`config.mk`:
```
export PLATFORM = sky130hd
export DESIGN_NAME = tlic_top
export DESIGN_NICKNAME = d
export VERILOG_FILES = /design/src/hw/tlic_pkg.sv /design/src/hw/tlic_pick_if.sv /design/src/hw/tlic_pick.sv /design/src/hw/tlic_top.sv
export SDC_FILE = /design/constraint.sdc
export NUM_CORES = 1
export LEC_CHECK = 0
export BUFFER_PORTS_ARGS = -buffer_cell sky130_fd_sc_hd__buf_2
export CAP_MARGIN = 20
export CORE_MARGIN = 8
export CORE_UTILIZATION = 50
export DETAILED_ROUTE_END_ITERATION = 12
export PLACE_DENSITY = 0.84
export SYNTH_ARGS = -nofsm -noshare
export SYNTH_HDL_FRONTEND = slang
export SYNTH_SLANG_ARGS = --single-unit
```
`constraint.sdc`:
```
create_clock -name clk_in -period 2.9 [get_ports clk_in]
set_clock_uncertainty 0.2 [all_clocks]
set_input_delay 0.435 -clock clk_in [delete_from_list [all_inputs] [get_ports clk_in]]
set_output_delay 0.435 -clock clk_in [all_outputs]
set_load 0.03 [all_outputs]
```
`src/hw/tlic_pkg.sv`:
```
// Constants shared by the two-level interrupt controller files.
// Assumes an 8-bit register port and a core that fetches 16-bit vectors.
package tlic_pkg;

    // Register offsets on the 8-bit register port
    localparam logic [7:0] TLIC_OFS_ENABLE = 8'ha8;
    localparam logic [7:0] TLIC_OFS_SECOND = 8'ha9;
    localparam logic [7:0] TLIC_OFS_LEVEL = 8'hb8;
    localparam logic [7:0] TLIC_OFS_EVT_STAT = 8'hc0;
    localparam logic [7:0] TLIC_OFS_EVT_MASK = 8'hc1;
    localparam logic [7:0] TLIC_OFS_SVC_STAT = 8'hc2;

    // Reset values
    localparam logic [7:0] TLIC_RST_ENABLE = 8'h00;
    localparam logic [7:0] TLIC_RST_SECOND = 8'ha0;
    localparam logic [7:0] TLIC_RST_LEVEL = 8'h00;
    localparam logic [7:0] TLIC_RST_EVT_MASK = 8'h00;

    // Enable and level register fields, same order in both
    localparam int TLIC_BIT_GLOBAL = 7;
    localparam int TLIC_BIT_CONV = 6;
    localparam int TLIC_BIT_TMR2 = 5;
    localparam int TLIC_BIT_UART = 4;
    localparam int TLIC_BIT_TMR1 = 3;
    localparam int TLIC_BIT_EXT1 = 2;
    localparam int TLIC_BIT_TMR0 = 1;
    localparam int TLIC_BIT_EXT0 = 0;
    localparam logic [7:0] TLIC_LEVEL_MASK = 8'h7f;

    // Secondary register fields
    localparam int TLIC_BIT_INTERVAL_LVL = 6;
    localparam int TLIC_BIT_SUPPLY_LVL = 5;
    localparam int TLIC_BIT_SYNC_LVL = 4;
    localparam int TLIC_BIT_MUST_ZERO = 3;
    localparam int TLIC_BIT_INTERVAL_EN = 2;
    localparam int TLIC_BIT_SUPPLY_EN = 1;
    localparam int TLIC_BIT_SYNC_EN = 0;

    // Event status fields
    localparam int TLIC_EVT_LOW_TAKEN = 0;
    localparam int TLIC_EVT_HIGH_TAKEN = 1;
    localparam int TLIC_EVT_PREEMPT = 2;
    localparam int TLIC_EVT_BAD_WRITE = 3;
    localparam int TLIC_EVT_WIDTH = 4;

    // Sources in polling order, index 0 polled first
    localparam int TLIC_NUM_SRC = 11;
    localparam int TLIC_SRC_SUPPLY = 0;
    localparam int TLIC_SRC_WATCHDOG = 1;
    localparam int TLIC_SRC_EXT0 = 2;
    localparam int TLIC_SRC_CONV = 3;
    localparam int TLIC_SRC_TMR0 = 4;
    localparam int TLIC_SRC_EXT1 = 5;
    localparam int TLIC_SRC_TMR1 = 6;
    localparam int TLIC_SRC_SYNC = 7;
    localparam int TLIC_SRC_UART = 8;
    localparam int TLIC_SRC_TMR2 = 9;
    localparam int TLIC_SRC_INTERVAL = 10;

    // Vector per source, indexed as above
    localparam logic [15:0] TLIC_VEC_TABLE [0:TLIC_NUM_SRC-1] = '{
        16'h0043, 16'h005b, 16'h0003, 16'h0033, 16'h000b, 16'h0013,
        16'h001b, 16'h003b, 16'h0023, 16'h002b, 16'h0053};

    // Dispatch sequencer, Gray coded along idle, push, load
    typedef enum logic [1:0] {
        TLIC_ST_IDLE = 2'b00,
        TLIC_ST_PUSH = 2'b01,
        TLIC_ST_LOAD = 2'b11
    } tlic_state_type;

endpackage : tlic_pkg

```
`src/hw/tlic_pick_if.sv`:
```
// Carries eligible requests to the polling picker and its verdict back.
// Assumes both ends run on the same clock; the picker is purely combinational.
interface tlic_pick_if;
    import tlic_pkg::*;
    logic [TLIC_NUM_SRC-1:0] high_req;
    logic [TLIC_NUM_SRC-1:0] low_req;
    logic found;
    logic high;
    logic [3:0] index;

    modport picker (input high_req, input low_req, output found, output high, output index);
    modport owner (output high_req, output low_req, input found, input high, input index);
endinterface : tlic_pick_if

```
`src/hw/tlic_pick.sv`:
```
// Fixed-order picker: high level first, then lowest polling index.
// Assumes requests arrive already gated by enables and service state.
module tlic_pick
    import tlic_pkg::*;
(
    // Requests in, verdict out
    tlic_pick_if.picker pick
);

    function automatic logic [3:0] tlic_first_set(input logic [TLIC_NUM_SRC-1:0] vec);
        logic [3:0] idx;
        idx = 4'h0;
        for (int i = TLIC_NUM_SRC - 1; i >= 0; i--) begin
            if (vec[i]) begin
                idx = 4'(i);
            end
        end
        return idx;
    endfunction

    always_comb begin
        pick.found = |pick.high_req || |pick.low_req;
        pick.high = |pick.high_req;
        if (|pick.high_req) begin // [RULE8]
            pick.index = tlic_first_set(pick.high_req); // [RULE10] [RULE15]
        end else begin
            pick.index = tlic_first_set(pick.low_req); // [RULE10]
        end
    end

endmodule // tlic_pick

```
`src/hw/tlic_top.sv`:
```
// Two-level interrupt controller: enables, levels, polling and vector dispatch.
// Assumes source flags come from logic on clk_in and a core that acks at an
// instruction boundary and signals its interrupt return with a one-cycle pulse.
// Unmapped offsets read zero.
//
// What this block does
// RULE1: Enable bit 7 gates every source; with it clear nothing is requested.
// RULE2: Enable bits 6..0 switch converter, timer 2, UART, timer 1, ext 1, timer 0, ext 0.
// RULE3: Level bits 6..0 follow the enable order, 1 is high, bit 7 is reserved.
// RULE4: Secondary bits 6, 5, 4 pick the level of interval counter, supply monitor, sync port.
// RULE5: Secondary bits 2, 1, 0 enable interval counter, supply monitor, sync port.
// RULE6: Software keeps secondary bit 3 at zero when it writes that register.
// RULE7: An enabled high-level request may preempt a low-level service routine.
// RULE8: When levels meet in one cycle the high-level request goes first.
// RULE9: A routine is never preempted by a request of its own level.
// RULE10: Same-level requests are polled in one fixed order from supply monitor to interval.
// RULE11: Paired flags of UART, timer 2 and sync port each form one request and one vector.
// RULE12: On acceptance the program counter is pushed, then loaded with the vector.
// RULE13: Classic vectors sit at 0003, 000b, 0013, 001b, 0023 and 002b hex.
// RULE14: Extended vectors sit at 0033, 003b, 0043, 0053 and 005b hex.
// RULE15: Watchdog wins the tie with external 0 at the shared polling rank.
// RULE16: Service level is tracked per level and freed by the interrupt return.
//
// Added by the designer: the plain strobed port.
module tlic_top
    import tlic_pkg::*;
(
    // Clock and reset
    input wire logic clk_in,
    input wire logic rstn_in,

    // Register port
    input wire logic [7:0] reg_addr_in,
    input wire logic [7:0] reg_wdata_in,
    input wire logic reg_wr_in,
    input wire logic reg_rd_in,
    output logic [7:0] reg_rdata_out,

    // Source flags
    input wire logic supply_mon_irq_in,
    input wire logic watchdog_irq_in,
    input wire logic ext0_irq_in,
    input wire logic conv_done_irq_in,
    input wire logic tmr0_overflow_in,
    input wire logic ext1_irq_in,
    input wire logic tmr1_overflow_in,

    // Paired flags, then the unpaired interval flag
    input wire logic two_wire_irq_in,
    input wire logic four_wire_irq_in,
    input wire logic uart_rx_done_in,
    input wire logic uart_tx_done_in,
    input wire logic tmr2_overflow_in,
    input wire logic tmr2_ext_flag_in,
    input wire logic interval_irq_in,

    // Core handshake
    output logic core_irq_req_out,
    input wire logic core_ack_in,
    input wire logic core_reti_in,
    output logic push_pc_out,
    output logic load_pc_out,
    output logic [15:0] vector_out,
    output logic [3:0] source_out,

    // Event interrupt
    output logic event_irq_out
);

    // Picker link
    tlic_pick_if pick ();

    // Registers
    logic [7:0] enable_reg;
    logic [7:0] second_reg;
    logic [6:0] level_reg;

    logic [TLIC_EVT_WIDTH-1:0] evt_stat_reg;
    logic [TLIC_EVT_WIDTH-1:0] evt_mask_reg;
    logic [7:0] rdata_reg;

    // Core side state
    logic active_hi_reg;
    logic active_lo_reg;
    tlic_state_type state_reg;

    logic [3:0] taken_idx_reg;
    logic taken_high_reg;

    // Core outputs
    logic push_pc_reg;
    logic load_pc_reg;
    logic [15:0] vector_reg;
    logic [3:0] source_reg;

    // Requests
    logic [TLIC_NUM_SRC-1:0] raw_req;
    logic [TLIC_NUM_SRC-1:0] src_en;
    logic [TLIC_NUM_SRC-1:0] src_high;
    logic [TLIC_NUM_SRC-1:0] gated_req;

    logic high_ok;
    logic low_ok;
    logic accept;

    // Events
    logic [TLIC_EVT_WIDTH-1:0] evt_set;
    logic evt_rd_clear;

    // Paired flags merge before polling
    always_comb begin
        raw_req = '0;

        raw_req[TLIC_SRC_SUPPLY] = supply_mon_irq_in;
        raw_req[TLIC_SRC_WATCHDOG] = watchdog_irq_in;
        raw_req[TLIC_SRC_EXT0] = ext0_irq_in;
        raw_req[TLIC_SRC_CONV] = conv_done_irq_in;
        raw_req[TLIC_SRC_TMR0] = tmr0_overflow_in;
        raw_req[TLIC_SRC_EXT1] = ext1_irq_in;
        raw_req[TLIC_SRC_TMR1] = tmr1_overflow_in;

        raw_req[TLIC_SRC_SYNC] = two_wire_irq_in | four_wire_irq_in; // [RULE11]
        raw_req[TLIC_SRC_UART] = uart_rx_done_in | uart_tx_done_in; // [RULE11]
        raw_req[TLIC_SRC_TMR2] = tmr2_overflow_in | tmr2_ext_flag_in; // [RULE11]

        raw_req[TLIC_SRC_INTERVAL] = interval_irq_in;
    end

    // Per-source enables mapped into polling order
    always_comb begin
        src_en = '0;

        src_en[TLIC_SRC_SUPPLY] = second_reg[TLIC_BIT_SUPPLY_EN]; // [RULE5]
        // No enable bit exists for the watchdog; only the global gate stops it
        src_en[TLIC_SRC_WATCHDOG] = 1'b1;

        src_en[TLIC_SRC_EXT0] = enable_reg[TLIC_BIT_EXT0]; // [RULE2]
        src_en[TLIC_SRC_CONV] = enable_reg[TLIC_BIT_CONV]; // [RULE2]
        src_en[TLIC_SRC_TMR0] = enable_reg[TLIC_BIT_TMR0]; // [RULE2]
        src_en[TLIC_SRC_EXT1] = enable_reg[TLIC_BIT_EXT1]; // [RULE2]
        src_en[TLIC_SRC_TMR1] = enable_reg[TLIC_BIT_TMR1]; // [RULE2]

        src_en[TLIC_SRC_SYNC] = second_reg[TLIC_BIT_SYNC_EN]; // [RULE5]
        src_en[TLIC_SRC_UART] = enable_reg[TLIC_BIT_UART]; // [RULE2]
        src_en[TLIC_SRC_TMR2] = enable_reg[TLIC_BIT_TMR2]; // [RULE2]

        src_en[TLIC_SRC_INTERVAL] = second_reg[TLIC_BIT_INTERVAL_EN]; // [RULE5]
    end

    // Per-source level, 1 is high
    always_comb begin
        src_high = '0;

        src_high[TLIC_SRC_SUPPLY] = second_reg[TLIC_BIT_SUPPLY_LVL]; // [RULE4]
        // Watchdog has no level bit; high so it can preempt any low-level routine
        src_high[TLIC_SRC_WATCHDOG] = 1'b1;

        src_high[TLIC_SRC_EXT0] = level_reg[TLIC_BIT_EXT0]; // [RULE3]
        src_high[TLIC_SRC_CONV] = level_reg[TLIC_BIT_CONV]; // [RULE3]
        src_high[TLIC_SRC_TMR0] = level_reg[TLIC_BIT_TMR0]; // [RULE3]
        src_high[TLIC_SRC_EXT1] = level_reg[TLIC_BIT_EXT1]; // [RULE3]
        src_high[TLIC_SRC_TMR1] = level_reg[TLIC_BIT_TMR1]; // [RULE3]

        src_high[TLIC_SRC_SYNC] = second_reg[TLIC_BIT_SYNC_LVL]; // [RULE4]
        src_high[TLIC_SRC_UART] = level_reg[TLIC_BIT_UART]; // [RULE3]
        src_high[TLIC_SRC_TMR2] = level_reg[TLIC_BIT_TMR2]; // [RULE3]

        src_high[TLIC_SRC_INTERVAL] = second_reg[TLIC_BIT_INTERVAL_LVL]; // [RULE4]
    end

    assign gated_req = raw_req & src_en & {TLIC_NUM_SRC{enable_reg[TLIC_BIT_GLOBAL]}}; // [RULE1]

    // High may run over a low routine, never over another high one
    assign high_ok = !active_hi_reg; // [RULE7] [RULE9]
    assign low_ok = !active_hi_reg && !active_lo_reg; // [RULE9]

    assign pick.high_req = gated_req & src_high & {TLIC_NUM_SRC{high_ok}};
    assign pick.low_req = gated_req & ~src_high & {TLIC_NUM_SRC{low_ok}};

    // Polling order
    tlic_pick u_pick (
        .pick(pick.picker)
    );

    // Request held low while a dispatch is in flight
    assign core_irq_req_out = pick.found && (state_reg == TLIC_ST_IDLE);
    assign accept = core_irq_req_out && core_ack_in;

    // Dispatch sequencer
    always_ff @(posedge clk_in) begin
        if (!rstn_in) begin
            state_reg <= TLIC_ST_IDLE;
        end else begin
            case (state_reg)
                TLIC_ST_IDLE: begin
                    if (accept) begin
                        state_reg <= TLIC_ST_PUSH;
                    end
                end

                TLIC_ST_PUSH: begin
                    state_reg <= TLIC_ST_LOAD; // [RULE12]
                end

                TLIC_ST_LOAD: begin
                    state_reg <= TLIC_ST_IDLE;
                end

                default: begin
                    state_reg <= TLIC_ST_IDLE;
                end
            endcase
        end
    end

    // Winner frozen at acceptance so late requests cannot swap it
    always_ff @(posedge clk_in) begin
        if (!rstn_in) begin
            taken_idx_reg <= 4'h0;
            taken_high_reg <= 1'b0;
        end else if (accept) begin
            taken_idx_reg <= pick.index;
            taken_high_reg <= pick.high;
        end
    end

    // Push strobe first, load strobe with vector on the next cycle
    always_ff @(posedge clk_in) begin
        if (!rstn_in) begin
            push_pc_reg <= 1'b0;
            load_pc_reg <= 1'b0;
            vector_reg <= 16'h0000;
            source_reg <= 4'h0;
        end else begin

            push_pc_reg <= accept; // [RULE12]
            load_pc_reg <= (state_reg == TLIC_ST_PUSH); // [RULE12]

            if (state_reg == TLIC_ST_PUSH) begin
                vector_reg <= TLIC_VEC_TABLE[taken_idx_reg]; // [RULE13] [RULE14]
                source_reg <= taken_idx_reg;
            end
        end
    end

    assign push_pc_out = push_pc_reg;
    assign load_pc_out = load_pc_reg;

    assign vector_out = vector_reg;
    assign source_out = source_reg;

    // Service level tracking; return frees the higher level first
    always_ff @(posedge clk_in) begin
        if (!rstn_in) begin
            active_hi_reg <= 1'b0;
            active_lo_reg <= 1'b0;
        end else if (state_reg == TLIC_ST_LOAD) begin
            if (taken_high_reg) begin
                active_hi_reg <= 1'b1; // [RULE16]
            end else begin
                active_lo_reg <= 1'b1; // [RULE16]
            end
        end else if (core_reti_in) begin
            if (active_hi_reg) begin
                active_hi_reg <= 1'b0; // [RULE16]
            end else begin
                active_lo_reg <= 1'b0; // [RULE16]
            end
        end
    end

    // Software registers
    always_ff @(posedge clk_in) begin
        if (!rstn_in) begin
            enable_reg <= TLIC_RST_ENABLE;
            second_reg <= TLIC_RST_SECOND;
            level_reg <= TLIC_RST_LEVEL[6:0];
            evt_mask_reg <= TLIC_RST_EVT_MASK[TLIC_EVT_WIDTH-1:0];
        end else if (reg_wr_in) begin
            if (reg_addr_in == TLIC_OFS_ENABLE) begin
                enable_reg <= reg_wdata_in; // [RULE1] [RULE2]
            end else if (reg_addr_in == TLIC_OFS_SECOND) begin
                // Stored as written; a set must-be-zero bit is only flagged
                second_reg <= reg_wdata_in; // [RULE4] [RULE5]
            end else if (reg_addr_in == TLIC_OFS_LEVEL) begin
                level_reg <= reg_wdata_in[6:0]; // [RULE3]
            end else if (reg_addr_in == TLIC_OFS_EVT_MASK) begin
                evt_mask_reg <= reg_wdata_in[TLIC_EVT_WIDTH-1:0];
            end
        end
    end

    // Events of the controller itself
    always_comb begin
        evt_set = '0;

        evt_set[TLIC_EVT_LOW_TAKEN] = accept && !pick.high;
        evt_set[TLIC_EVT_HIGH_TAKEN] = accept && pick.high;
        evt_set[TLIC_EVT_PREEMPT] = accept && pick.high && active_lo_reg; // [RULE7]
        evt_set[TLIC_EVT_BAD_WRITE] = reg_wr_in && (reg_addr_in == TLIC_OFS_SECOND)
            && reg_wdata_in[TLIC_BIT_MUST_ZERO]; // [RULE6]
    end

    // Read-clear strobe
    assign evt_rd_clear = reg_rd_in && (reg_addr_in == TLIC_OFS_EVT_STAT);

    // Read clears, but an event in the same cycle survives
    always_ff @(posedge clk_in) begin
        if (!rstn_in) begin
            evt_stat_reg <= '0;
        end else if (evt_rd_clear) begin
            evt_stat_reg <= evt_set;
        end else begin
            evt_stat_reg <= evt_stat_reg | evt_set;
        end
    end

    assign event_irq_out = |(evt_stat_reg & evt_mask_reg);

    // Read data valid only in the cycle after the strobe
    always_ff @(posedge clk_in) begin
        if (!rstn_in) begin
            rdata_reg <= 8'h00;
        end else if (reg_rd_in) begin
            if (reg_addr_in == TLIC_OFS_ENABLE) begin
                rdata_reg <= enable_reg;
            end else if (reg_addr_in == TLIC_OFS_SECOND) begin
                rdata_reg <= second_reg;
            end else if (reg_addr_in == TLIC_OFS_LEVEL) begin
                rdata_reg <= {1'b0, level_reg} & TLIC_LEVEL_MASK;
            end else if (reg_addr_in == TLIC_OFS_EVT_STAT) begin
                rdata_reg <= {{(8 - TLIC_EVT_WIDTH){1'b0}}, evt_stat_reg};
            end else if (reg_addr_in == TLIC_OFS_EVT_MASK) begin
                rdata_reg <= {{(8 - TLIC_EVT_WIDTH){1'b0}}, evt_mask_reg};
            end else if (reg_addr_in == TLIC_OFS_SVC_STAT) begin
                rdata_reg <= {6'h00, active_hi_reg, active_lo_reg};
            end else begin
                rdata_reg <= 8'h00;
            end
        end else begin
            rdata_reg <= 8'h00;
        end
    end

    assign reg_rdata_out = rdata_reg;

endmodule // tlic_top

```
==> flow_summary.ini <==
[floorplan]
die_area_mm2 = 0.00857
initial_core_util_pct = 50.7
io_pins = 68
chipWidth_um = 92.6
core_mm2 = 0.00578
std_cell_rows = 28
die_h_um = 92.6

[pwr]
power_switching_uw = 384
p_per_area_mw_per_mm2 = 474
comb_power_share_pct = 5.5
power.leakage_uw = 0.00131
pwr-share-clk_pct = 44.9
totalPowerFinal_uw = 1640
power.internal_uw = 1250
irDropWorstVdd_mv = 0.359
pwr-share-seq_pct = 49.6
switching_share_pct = 23.5

[global_route]
grt_first_pass_wirelength_um = 13300
antenna_found_initial = 0
grt_use_total_pct = 19.2
grt_max_degree = 35
grt-ovfl-total = 0
first_global_vias = 2891

[worst_setup_path]
rr_worst_depth = 6
critPathLaunchType = register
required_ps = 2270
reg2reg_to = state_reg[0]
path_max_fanout = 15
end_kind = output port
critical_path_class = register to output port
reg2reg_from = enable_reg[7]
critPathArrivalTime_ps = 2110
rrSetupSlack_ps = 520

[logic_synthesis]
yosysSeqAreaShare_pct = 40.3
ys_types = 51
synth_warnings = 0
synth_edf_count = 0
synthCells = 365
synth_area_mm2 = 0.00293
synth-seq-cells = 59
synth_top_area_share_pct = 40.3
ys_async_sr_fraction_pct = 0
synthFlopType = dfxtp_1
syn_area_per_cell_um2 = 8.03
synth_top_area_cell = dfxtp_1
synth_area_leaders = dfxtp_1, a21oi_1, nand2_1, nand3_1, nor2_1

[clock_tree]
clock_latency_ps = 330
clockBufferDepth = 2
root_buffer = clkbuf_8
clkTransAtPathRegs_ps = 60
cts_buffers = 9
cts_tree = built
cts.sinks = 59
cts_htree_levels = 3

[status]
status = complete, no violations

[timing]
slew_headroom_pct = 59.0
tightestPinTransition_ps = 615
timing.fmax_mhz = 364
rsz0062_at_grt = false
finalSetupViolCount = 0
setup_tns_ps = 0
period_needed_ps = 2750
hold_violations = 0
hold_ws_ps = 166
slew_viol_final = 0
period_share_pct = 94.7

[routing]
wirelength_um = 8240
vias_per_cell = 5.85
antenna_left = 0
post-route-drc-count = 0
dr.pass1.iters = 5
drt_iter0_drc = 235
drt-wirelength-per-cell_um = 16.5
num_vias = 2927

[layout]
diodes = 0
drive_gt1_share_pct = 21.9
n_fill_cell = 531
layout.cells.non_filler = 500
area_delta_synth_final_pct = 17.7
fin_nets = 456

[placed_design]
hpwl_um = 6120
place_inst = 483
io_buffer_count = 57
gp_congestion = 0.929

[min_path]
min_to = second_reg[7]
hold_depth = 3
min_from = reg_wdata_in[7]
worstHoldPathType = input port to register

[job]
drv_cap = 0
## power groups by stage
stage	Clock, µW	Sequential [µW]	Combinational, µW
after global placement	0	830	86.7
after CTS	746	811	88.7
final	734	811	90.3
after global routing	784	811	96.4
after floorplan	0	830	55.2
after detailed placement	0	830	88.3
## final cells by class
class	instances	area, µm²	share of cell area (%)
clock buffers	11	141	4.10
clock inverters	5	52.6	1.52
inverters	6	22.5	0.653
multi-input cells	279	1610	46.8
flip-flops and latches	59	1180	34.2
well taps	75	93.8	2.72
repair buffers	65	345	10.0
## routing by layer
metal / up-vias / track usage (%) / share of wire [%]
met2: 124 / 32.0 / 48
met1: 1354 / 22.0 / 41
met4: 0 / 11.0 / 3.3
met3: 25 / 4.85 / 7.7
li1: 1424 / - / -
met5: - / 0 / 0
## kinds of logic (layout without fill, tap and decap cells)
kind of cell | after synthesis | after routing | share of synthesized area [%]
mux | 13 | 13 | 4.57
flops | 59 | 59 | 40.3
compound gates | 95 | 95 | 21.9
other cells | 1 | 10 | 0.128
buf+inv | 36 | 87 | 6.27
simple gates | 160 | 160 | 26.5
xor+xnor | 1 | 1 | 0.299
## critical path, cell delays in order (launching register included)
cell and delay, ps:
dfxtp_1 370, or2b_4 310, a41oi_1 120, or4_4 600
o21a_1 210, buf_2 170
## through the flow
step	utilization [%]	worst slack (ps)	instance area, µm²
6_report	59.7	154	3450
5_1_grt	59.7	51.4	3450
4_1_cts	59.5	56.3	3440
3_5_place_dp	56.1	268	3240
3_3_place_gp	56.1	288	3240
2_1_floorplan	-	563	2970
## synthesized netlist by cell type (all sizes together) (2+ instances only)
cell type / count
inv: 6
nand3b: 9
and2: 3
a32oi: 2
and3: 2
a211oi: 5
mux2: 3
clkbuf: 16
a221oi: 6
o211ai: 2
nand2b: 4
a21oi: 36
o21ai: 12
nor4: 3
a22oi: 5
nor2: 36
nand3: 34
o211a: 2
nor2b: 7
a222oi: 5
a31oi: 7
a41oi: 2
o21a: 4
nand2: 47
mux2i: 10
buf: 14
dfxtp: 59
nor3: 7
## cell usage in the layout (no fill, tap or decap), types with 4 or more instances in the layout
cell / synthesis / final
a211oi_1: 5 / 5
a21oi_1: 36 / 35
a221oi_1: 6 / 6
a222oi_1: 5 / 5
a22oi_1: 5 / 5
a31oi_1: 7 / 7
buf_2: 0 / 57
buf_4: 11 / 8
clkbuf_8: 0 / 10
conb_1: 1 / 10
dfxtp_1: 59 / 59
inv_1: 5 / 5
mux2i_1: 10 / 10
nand2_1: 47 / 47
nand2b_1: 4 / 4
nand3_1: 34 / 34
nand3b_1: 9 / 9
nor2_1: 36 / 36
nor2b_1: 7 / 7
nor3_1: 6 / 6
o21a_1: 4 / 4
o21ai_0: 11 / 11
## worst max path at each step
stage / endpoint / depth (start not counted) / slack (ps) / startpoint
after floorplan: core_irq_req_out / 5 / 560 / tmr2_ext_flag_in
after global placement: core_irq_req_out / 6 / 290 / four_wire_irq_in
after detailed placement: core_irq_req_out / 6 / 270 / four_wire_irq_in
after CTS: core_irq_req_out / 7 / 60 / active_hi_reg
after global routing: core_irq_req_out / 5 / 50 / enable_reg[2]
final: core_irq_req_out / 5 / 150 / enable_reg[7]
## repair_timing
item,CTS,global route
setup buffers,0,1
resized for setup,1,1
endpoints found under the setup margin,1,1
hold buffers,0,0
pin swaps,0,1
(Power assumes the default switching activity.)
